[config.mk]
export PLATFORM = sky130hd
export DESIGN_NAME = si_top
export DESIGN_NICKNAME = d
export VERILOG_FILES = /design/src/hdl/si_sync.v /design/src/hdl/si_guard.v /design/src/hdl/si_top.v
export VERILOG_INCLUDE_DIRS = /design/src /design/src/hdl
export SDC_FILE = /design/constraint.sdc
export NUM_CORES = 1
export LEC_CHECK = 0
export BUFFER_PORTS_ARGS = -buffer_cell sky130_fd_sc_hd__buf_4
export CORE_ASPECT_RATIO = 0.75
export CORE_MARGIN = 4
export CORE_UTILIZATION = 50
export DETAILED_ROUTE_END_ITERATION = 8
export GPL_TIMING_DRIVEN = 0
export PLACE_DENSITY = 0.85
export REMOVE_ABC_BUFFERS = 1
export SYNTH_ARGS = -nofsm -noshare
export SYNTH_HDL_FRONTEND = slang
export SYNTH_HIERARCHICAL = 1
export SYNTH_SLANG_ARGS = --single-unit
[constraint.sdc]
create_clock -name pclk -period 5.3 [get_ports pclk]
set_input_delay 1.325 -clock pclk [delete_from_list [all_inputs] [get_ports pclk]]
set_output_delay 1.325 -clock pclk [all_outputs]
set_load 0.02 [all_outputs]
[src/hdl/si_regs.vh]
`ifndef SI_REGS_VH
`define SI_REGS_VH

// register map (byte address on the apb bus)
`define SI_ADDR_CTRL_STATUS 8'h00
`define SI_CTRL_STATUS_RESET 8'h00

// bit positions in the control/status register
`define SI_BIT_RSVD7 7
`define SI_BIT_VOLTAGE_WARN_IRQ_EN 6
`define SI_BIT_VOLTAGE_WARN_FLAG 5
`define SI_BIT_LOWVOLT_RESET_FLAG 4
`define SI_BIT_RSVD3 3
`define SI_BIT_CLOCK_FAIL_IRQ_EN 2
`define SI_BIT_CLOCK_FAIL_FLAG 1
`define SI_BIT_DOG_RESET_FLAG 0

// dead time between clock enables when switching oscillators
`define SI_SWITCH_GAP_NS 160
`define SI_PCLK_PERIOD_NS 40
`define SI_SWITCH_GAP_CYCLES \
    ((`SI_SWITCH_GAP_NS + `SI_PCLK_PERIOD_NS - 1) / `SI_PCLK_PERIOD_NS)

// clock guard states
`define SI_G_MAIN 2'h0
`define SI_G_TO_BACKUP 2'h1
`define SI_G_BACKUP 2'h2
`define SI_G_TO_MAIN 2'h3

`endif

[src/hdl/si_sync.v]
`timescale 1ns/1ps
// three-stage input synchroniser; output moves once stages two and three agree
module si_sync (
    input wire pclk,
    input wire presetn,
    input wire din,
    output reg dout
);
    reg s1;
    reg s2;
    reg s3;

    // shift chain and agreement filter
    always @(posedge pclk or negedge presetn) begin
        if (!presetn) begin
            s1 <= 1'b0;
            s2 <= 1'b0;
            s3 <= 1'b0;
            dout <= 1'b0;
        end else begin
            s1 <= din;
            s2 <= s1;
            s3 <= s2;
            if (s2 == s3) begin
                dout <= s3;
            end
        end
    end
endmodule // si_sync

[src/hdl/si_guard.v]
`timescale 1ns/1ps
`include "si_regs.vh"
// clock guard: break-before-make switch between main and backup oscillator
module si_guard #(
    parameter GAP = `SI_SWITCH_GAP_CYCLES
) (
    input wire pclk,
    input wire presetn,
    input wire enable,
    input wire freeze,
    input wire main_ok,
    output reg main_clk_en,
    output reg backup_clk_en,
    output reg backup_osc_on,
    output reg on_backup
);
    reg [1:0] state;
    reg [1:0] next_state;
    reg [7:0] gap_cnt;

    // next state; hold the state while frozen
    always @* begin
        next_state = state;
        case (state)
            `SI_G_MAIN: begin
                if (enable && !main_ok && !freeze) begin
                    next_state = `SI_G_TO_BACKUP;
                end
            end
            `SI_G_TO_BACKUP: begin
                if (!freeze && gap_cnt == 8'h00) begin
                    next_state = `SI_G_BACKUP;
                end
            end
            `SI_G_BACKUP: begin
                if (!freeze && (main_ok || !enable)) begin
                    next_state = `SI_G_TO_MAIN;
                end
            end
            `SI_G_TO_MAIN: begin
                if (!freeze && gap_cnt == 8'h00) begin
                    next_state = `SI_G_MAIN;
                end
            end
            default: begin
                next_state = `SI_G_MAIN;
            end
        endcase
    end

    // state, gap counter and registered enables
    always @(posedge pclk or negedge presetn) begin
        if (!presetn) begin
            state <= `SI_G_MAIN;
            gap_cnt <= 8'h00;
            main_clk_en <= 1'b1;
            backup_clk_en <= 1'b0;
            backup_osc_on <= 1'b0;
            on_backup <= 1'b0;
        end else begin
            state <= next_state;
            if (next_state != state) begin
                gap_cnt <= GAP[7:0] - 8'h01;
            end else if (!freeze && gap_cnt != 8'h00) begin
                gap_cnt <= gap_cnt - 8'h01;
            end
            // both enables low during gaps, so no runt pulse
            main_clk_en <= (next_state == `SI_G_MAIN);
            backup_clk_en <= (next_state == `SI_G_BACKUP) && !freeze;
            // backup oscillator off while halted
            backup_osc_on <= !freeze && (next_state != `SI_G_MAIN);
            on_backup <= (next_state == `SI_G_BACKUP);
        end
    end
endmodule // si_guard

[src/hdl/si_top.v]
`timescale 1ns/1ps
`include "si_regs.vh"
module si_top #(
    parameter GAP = `SI_SWITCH_GAP_CYCLES
) (
    input wire pclk,
    input wire presetn,
    input wire por_n,
    input wire psel,
    input wire penable,
    input wire pwrite,
    input wire [7:0] paddr,
    input wire [31:0] pwdata,
    output reg [31:0] prdata,
    output reg pready,
    output reg pslverr,
    input wire opt_lvd_en,
    input wire opt_guard_en,
    input wire main_osc_ok,
    input wire voltage_cmp,
    input wire rst_src_lowvolt,
    input wire rst_src_dog,
    input wire cc_irq_mask,
    input wire wait_mode,
    input wire halt_mode,
    input wire voltage_isr_enter,
    output reg clock_fail_irq,
    output reg voltage_warn_irq,
    output reg wake_from_wait,
    output reg main_clk_en,
    output reg backup_clk_en,
    output reg backup_osc_on
);
    wire lvd_en;
    wire guard_en;
    wire main_ok;
    wire voltage_low;
    wire g_main_en;
    wire g_backup_en;
    wire g_osc_on;
    wire on_backup;
    wire access;
    wire hit;
    wire wr_acc;
    wire rd_acc;
    wire [7:0] reg_view;
    reg voltage_warn_irq_en;
    reg clock_fail_irq_en;
    reg clock_fail_flag;
    reg voltage_warn_flag;
    reg voltage_pend;
    reg lowvolt_reset_flag;
    reg dog_reset_flag;
    reg first_cycle;

    // option pins and analog status come from outside the clock domain
    si_sync u_sync_lvd (
        .pclk(pclk),
        .presetn(presetn),
        .din(opt_lvd_en),
        .dout(lvd_en)
    );
    si_sync u_sync_guard (
        .pclk(pclk),
        .presetn(presetn),
        .din(opt_guard_en),
        .dout(guard_en)
    );
    si_sync u_sync_osc (
        .pclk(pclk),
        .presetn(presetn),
        .din(main_osc_ok),
        .dout(main_ok)
    );
    si_sync u_sync_cmp (
        .pclk(pclk),
        .presetn(presetn),
        .din(voltage_cmp),
        .dout(voltage_low)
    );

    // clock guard; frozen state survives halt, presetn restarts it
    si_guard #(
        .GAP(GAP)
    ) u_guard (
        .pclk(pclk),
        .presetn(presetn),
        .enable(guard_en),
        .freeze(halt_mode),
        .main_ok(main_ok),
        .main_clk_en(g_main_en),
        .backup_clk_en(g_backup_en),
        .backup_osc_on(g_osc_on),
        .on_backup(on_backup)
    );

    // apb decode; one register word at the base address
    assign access = psel && penable && pready;
    assign hit = (paddr == `SI_ADDR_CTRL_STATUS);
    assign wr_acc = access && pwrite && hit && !halt_mode;
    assign rd_acc = access && !pwrite && hit;

    // register image as software sees it
    assign reg_view = {
        1'b0,
        voltage_warn_irq_en,
        voltage_warn_flag,
        lowvolt_reset_flag,
        1'b0,
        clock_fail_irq_en,
        clock_fail_flag && guard_en,
        dog_reset_flag
    };

    // apb answer: ready in the cycle after setup
    always @(posedge pclk or negedge presetn) begin
        if (!presetn) begin
            pready <= 1'b0;
            prdata <= 32'h00000000;
            pslverr <= 1'b0;
        end else begin
            pready <= psel && !penable;
            if (psel && !penable) begin
                pslverr <= !hit;
                if (!pwrite && hit) begin
                    prdata <= {24'h000000, reg_view};
                end else begin
                    prdata <= 32'h00000000;
                end
            end else begin
                pslverr <= 1'b0;
                prdata <= 32'h00000000;
            end
        end
    end

    // software enables; writes blocked while halted
    always @(posedge pclk or negedge presetn) begin
        if (!presetn) begin
            voltage_warn_irq_en <= 1'b0;
            clock_fail_irq_en <= 1'b0;
        end else if (wr_acc) begin
            voltage_warn_irq_en <= pwdata[`SI_BIT_VOLTAGE_WARN_IRQ_EN];
            clock_fail_irq_en <= pwdata[`SI_BIT_CLOCK_FAIL_IRQ_EN];
        end
    end

    // clock fail flag: set wins over the clearing read
    always @(posedge pclk or negedge presetn) begin
        if (!presetn) begin
            clock_fail_flag <= 1'b0;
        end else if (halt_mode) begin
            clock_fail_flag <= clock_fail_flag;
        end else if (on_backup && guard_en) begin
            clock_fail_flag <= 1'b1;
        end else if (rd_acc && main_ok) begin
            clock_fail_flag <= 1'b0;
        end
    end

    // voltage flag follows comparator gated by lvd_en; each change latches a request while the warning irq and lvd_en are enabled
    always @(posedge pclk or negedge presetn) begin
        if (!presetn) begin
            voltage_warn_flag <= 1'b0;
            voltage_pend <= 1'b0;
        end else if (!halt_mode) begin
            voltage_warn_flag <= voltage_low && lvd_en;
            if (voltage_warn_irq_en && lvd_en &&
                    ((voltage_low && lvd_en) != voltage_warn_flag)) begin
                voltage_pend <= 1'b1;
            end else if (voltage_isr_enter) begin
                voltage_pend <= 1'b0;
            end
        end
    end

    // reset source flags live on power-on reset only
    always @(posedge pclk or negedge presetn) begin
        if (!presetn) begin
            first_cycle <= 1'b1;
        end else begin
            first_cycle <= 1'b0;
        end
    end

    // capture source at first edge after release, then software clears
    always @(posedge pclk or negedge por_n) begin
        if (!por_n) begin
            lowvolt_reset_flag <= 1'b0;
            dog_reset_flag <= 1'b0;
        end else if (first_cycle) begin
            if (rst_src_lowvolt) begin
                lowvolt_reset_flag <= 1'b1;
                dog_reset_flag <= 1'b0;
            end else if (rst_src_dog) begin
                dog_reset_flag <= 1'b1;
            end else begin
                dog_reset_flag <= 1'b0;
            end
        end else if (wr_acc) begin
            if (!pwdata[`SI_BIT_LOWVOLT_RESET_FLAG]) begin
                lowvolt_reset_flag <= 1'b0;
            end
            if (!pwdata[`SI_BIT_DOG_RESET_FLAG]) begin
                dog_reset_flag <= 1'b0;
            end
        end
    end

    // interrupt lines; none of them acts during halt
    always @(posedge pclk or negedge presetn) begin
        if (!presetn) begin
            clock_fail_irq <= 1'b0;
            voltage_warn_irq <= 1'b0;
            wake_from_wait <= 1'b0;
        end else begin
            clock_fail_irq <= clock_fail_flag && clock_fail_irq_en &&
                guard_en && !cc_irq_mask && !halt_mode;
            voltage_warn_irq <= voltage_pend && voltage_warn_irq_en &&
                lvd_en && !cc_irq_mask && !halt_mode;
            wake_from_wait <= wait_mode && !halt_mode &&
                ((clock_fail_flag && clock_fail_irq_en && guard_en) ||
                (voltage_pend && voltage_warn_irq_en && lvd_en));
        end
    end

    // clock enables registered once more at the top boundary
    always @(posedge pclk or negedge presetn) begin
        if (!presetn) begin
            main_clk_en <= 1'b1;
            backup_clk_en <= 1'b0;
            backup_osc_on <= 1'b0;
        end else begin
            main_clk_en <= g_main_en;
            backup_clk_en <= g_backup_en;
            backup_osc_on <= g_osc_on && !halt_mode;
        end
    end
endmodule // si_top

==> results.cfg <==
[synth]
async_reset_ff_share_pct = 100.0
synthCells = 185
syn_area_per_cell_um2 = 12.29
synth_top_cell_by_area = dfrtp_1
ys_seq_area_share_pct = 57.40
synth_cell_types = 48
ys_warn_count = 6
synth_top_cell_area_share_pct = 53.94
syn-cell-area_um2 = 2273
ys.flop_type = dfrtp_1
synth-seq-cells = 52
synth_area_leaders = dfrtp_1, buf_4, dfstp_2
synth_edf_count = 0

[critical_path]
cp_num_buf_inv = 1
crit_family = simple AND/OR/NAND/NOR gates
cp_data_arrival_time_ns = 2.77
cp-start-kind = input port
crit_cells = 5
rrSetupSlack_ns = 3.24
reg2reg_from = u_sync_guard/dout
reg2reg_depth = 4
cp-endpoint = u_guard/gap_cnt[5]
path_class = input port to register
crit_path_cell_trace = buf_4 > or3_1 > or4_1 > a211o_1 > a21oi_1
max_stage_delay_ns = 0.44
end_kind = register
cp.required_ns = 5.53
path_max_fanout = 22
cpMaxStageDelayCell = or4_1
worstReg2RegEnd = u_guard/gap_cnt[3]
cp-startpoint = halt_mode

[power_and_ir_drop]
power.density_nw_per_um2 = 372.4
clkPwrFrac_pct = 23.6
pwr-share-seq_pct = 53.0
ir_drop_mv = 0.2158
p_sw_uw = 310.8
p_int_uw = 669.0
power_uw = 979.8
p_sw_share_pct = 31.72
leakagePower_nw = 1.262
comb_power_share_pct = 23.4

[clock_network]
cts_buffers = 5
cts_buffer_depth = 2
cts_resized = 0
cts-htree-levels = 2
root_buffer = clkbuf_8
cts.sinks = 52
insertion_delay_ns = 0.30
clk_pin_slew_ns = 0.09
cts_setup_buffers = 0
cts_hold_buf = 0
tritoncts = built

[floorplan]
num_io_pins = 96
die_area_um2 = 5701
initial_utilization_pct = 54.08
core-area_um2 = 4204
dieWidth_um = 85.86
die_h_um = 66.40
rows = 20

[sta]
tns_ns = 0
slew_headroom_pct = 60.09
rsz0062_at_grt = false
fmax_ghz = 0.3927
min_period_ns = 2.546
fin_worst_skew_ns = 0.01054
worst_pin_slew_ns = 0.5987
finalSetupViolations = 0
hold_viol = 0
finalCritPeriodShare_pct = 48.04
maxSlewViolCount = 0

[drt]
firstDrtPassIters = 4
drt.antenna.violating_nets = 0
wire_per_inst_um = 13.73
drtIter0Drc = 77
drcViolationCount = 0
viasPerCell = 5.000
routed_wl_um = 3914
vias = 1425

[placed_design]
dpl.hpwl_um = 2822
gp_routability_congestion = 0.7934
place.detailed.instances = 277
portBuffers = 41

[final_layout]
largest_register_ffs = 8
top_register = u_guard/gap_cnt
post-route-util_pct = 62.59
finalNonFillerCells = 285
largestRegisters = u_guard/gap_cnt: 8 flops, prdata: 6 flops, u_guard/state: 2 flops
diodes = 0
final_nets = 287
drive_gt1_share_pct = 28.70
syn_to_final_growth_pct = 15.74
final.fill_count = 338

[job]
maxCapViolations = 0

[global_route]
grt_overflow_total = 0
grt_max_degree = 51
grt_pass1_vias = 1354
grt_usage_pct = 14.82
grt_pass1_wl_um = 6375
antenna_found_initial = 0

[min_path]
hold_path.class = register to register

[outcome]
status = finished, final reports clean
==> routing by layer <==
layer / wire length (um) / up-vias / GRT usage [%]
li1: - / 673 / -
met5: 0 / - / 0
met1: 1712 / 679 / 18.91
met2: 1745 / 62 / 21.73
met3: 361 / 11 / 5.978
met4: 94 / 0 / 7.510
==> Yosys cell counts (all sizes together) (3+ instances only) <==
cell	number
dfrtp	49
xnor2	3
nor4	4
dfstp	3
nor3	4
nand3	3
a211oi	3
a21oi	6
nor2b	5
or3	5
mux2	3
maj3	4
clkbuf	4
nand2b	4
inv	4
o21ai	5
nor2	6
and2	6
nand2	10
buf	26
==> per-stage QoR <==
| step | setup WS [ns] | area [um^2] | hold slack, ns |
|---|---|---|---|
| 2_1_floorplan | 2.751 | 2161 | 0.3312 |
| 3_3_place_gp | 2.482 | 2537 | 0.3321 |
| 3_5_place_dp | 2.451 | 2537 | 0.3347 |
| 4_1_cts | 2.765 | 2631 | 0.3556 |
| 5_1_grt | 2.682 | 2631 | 0.3623 |
| 6_report | 2.754 | 2631 | 0.3532 |
==> how the worst min path moves through the flow <==
stage	slack, ns	from	cells past startpoint	to
floorplan	0.33	u_guard/backup_clk_en	0	backup_clk_en
global placement	0.33	u_sync_cmp/s1	0	u_sync_cmp/s2
detailed placement	0.33	u_sync_osc/s1	0	u_sync_osc/s2
CTS	0.36	u_sync_osc/s1	0	u_sync_osc/s2
global route	0.36	u_sync_cmp/s1	0	u_sync_cmp/s2
finish	0.35	u_sync_lvd/s1	0	u_sync_lvd/s2
==> area by class of cell <==
type,instances,area (um^2),area share [%]
inverter,4,15.01,0.5706
clock inverter,1,7.507,0.2853
tap,55,68.82,2.615
timing repair buffer,41,307.8,11.70
clock buffer,7,86.33,3.281
multi-input combinational,125,840.8,31.95
sequential,52,1305,49.60
==> power by group through the flow <==
stage	registers, mW	logic, mW	clock network (mW)
CTS	0.519	0.230	0.238
detailed placement	0.526	0.228	0
floorplan	0.521	0.156	0
global placement	0.521	0.222	0
global route	0.527	0.256	0.256
finish	0.519	0.229	0.231
==> cell families after synthesis <==
group                    count (synthesis)  share of synthesized area (%)
AO/OA/AOI/OAI                           27                          8.531
AND/OR/NAND/NOR                         57                          17.17
multiplexers                             3                          1.816
other                                    1                         0.1649
XOR/XNOR                                 5                          1.927
flip-flops                              52                          57.40
buffers and inverters                   34                          9.906
adder cells (fa/ha/maj)                  6                          3.082
==> placed cells by master, fill, tap and decap left out, types with 2 or more instances in the layout <==
master / netlist / layout
o31ai_1: 2 / 2
maj3_2: 4 / 4
nand2b_1: 4 / 4
nor3_1: 4 / 4
a211o_1: 2 / 2
nand3_1: 3 / 3
xnor2_1: 3 / 3
nand2_1: 10 / 10
nor2_1: 6 / 6
a21oi_1: 6 / 6
dfrtp_1: 49 / 49
nor2b_1: 5 / 5
dfstp_2: 3 / 3
and2_1: 5 / 5
a211oi_1: 2 / 2
buf_4: 26 / 41
mux2_4: 2 / 2
ha_1: 2 / 2
o21ai_0: 5 / 5
xor2_1: 2 / 2
or3_1: 5 / 5
clkbuf_8: 0 / 6
inv_1: 4 / 4
nor4_4: 3 / 3
conb_1: 1 / 27
Note: power is estimated with default switching activity, not from simulation.
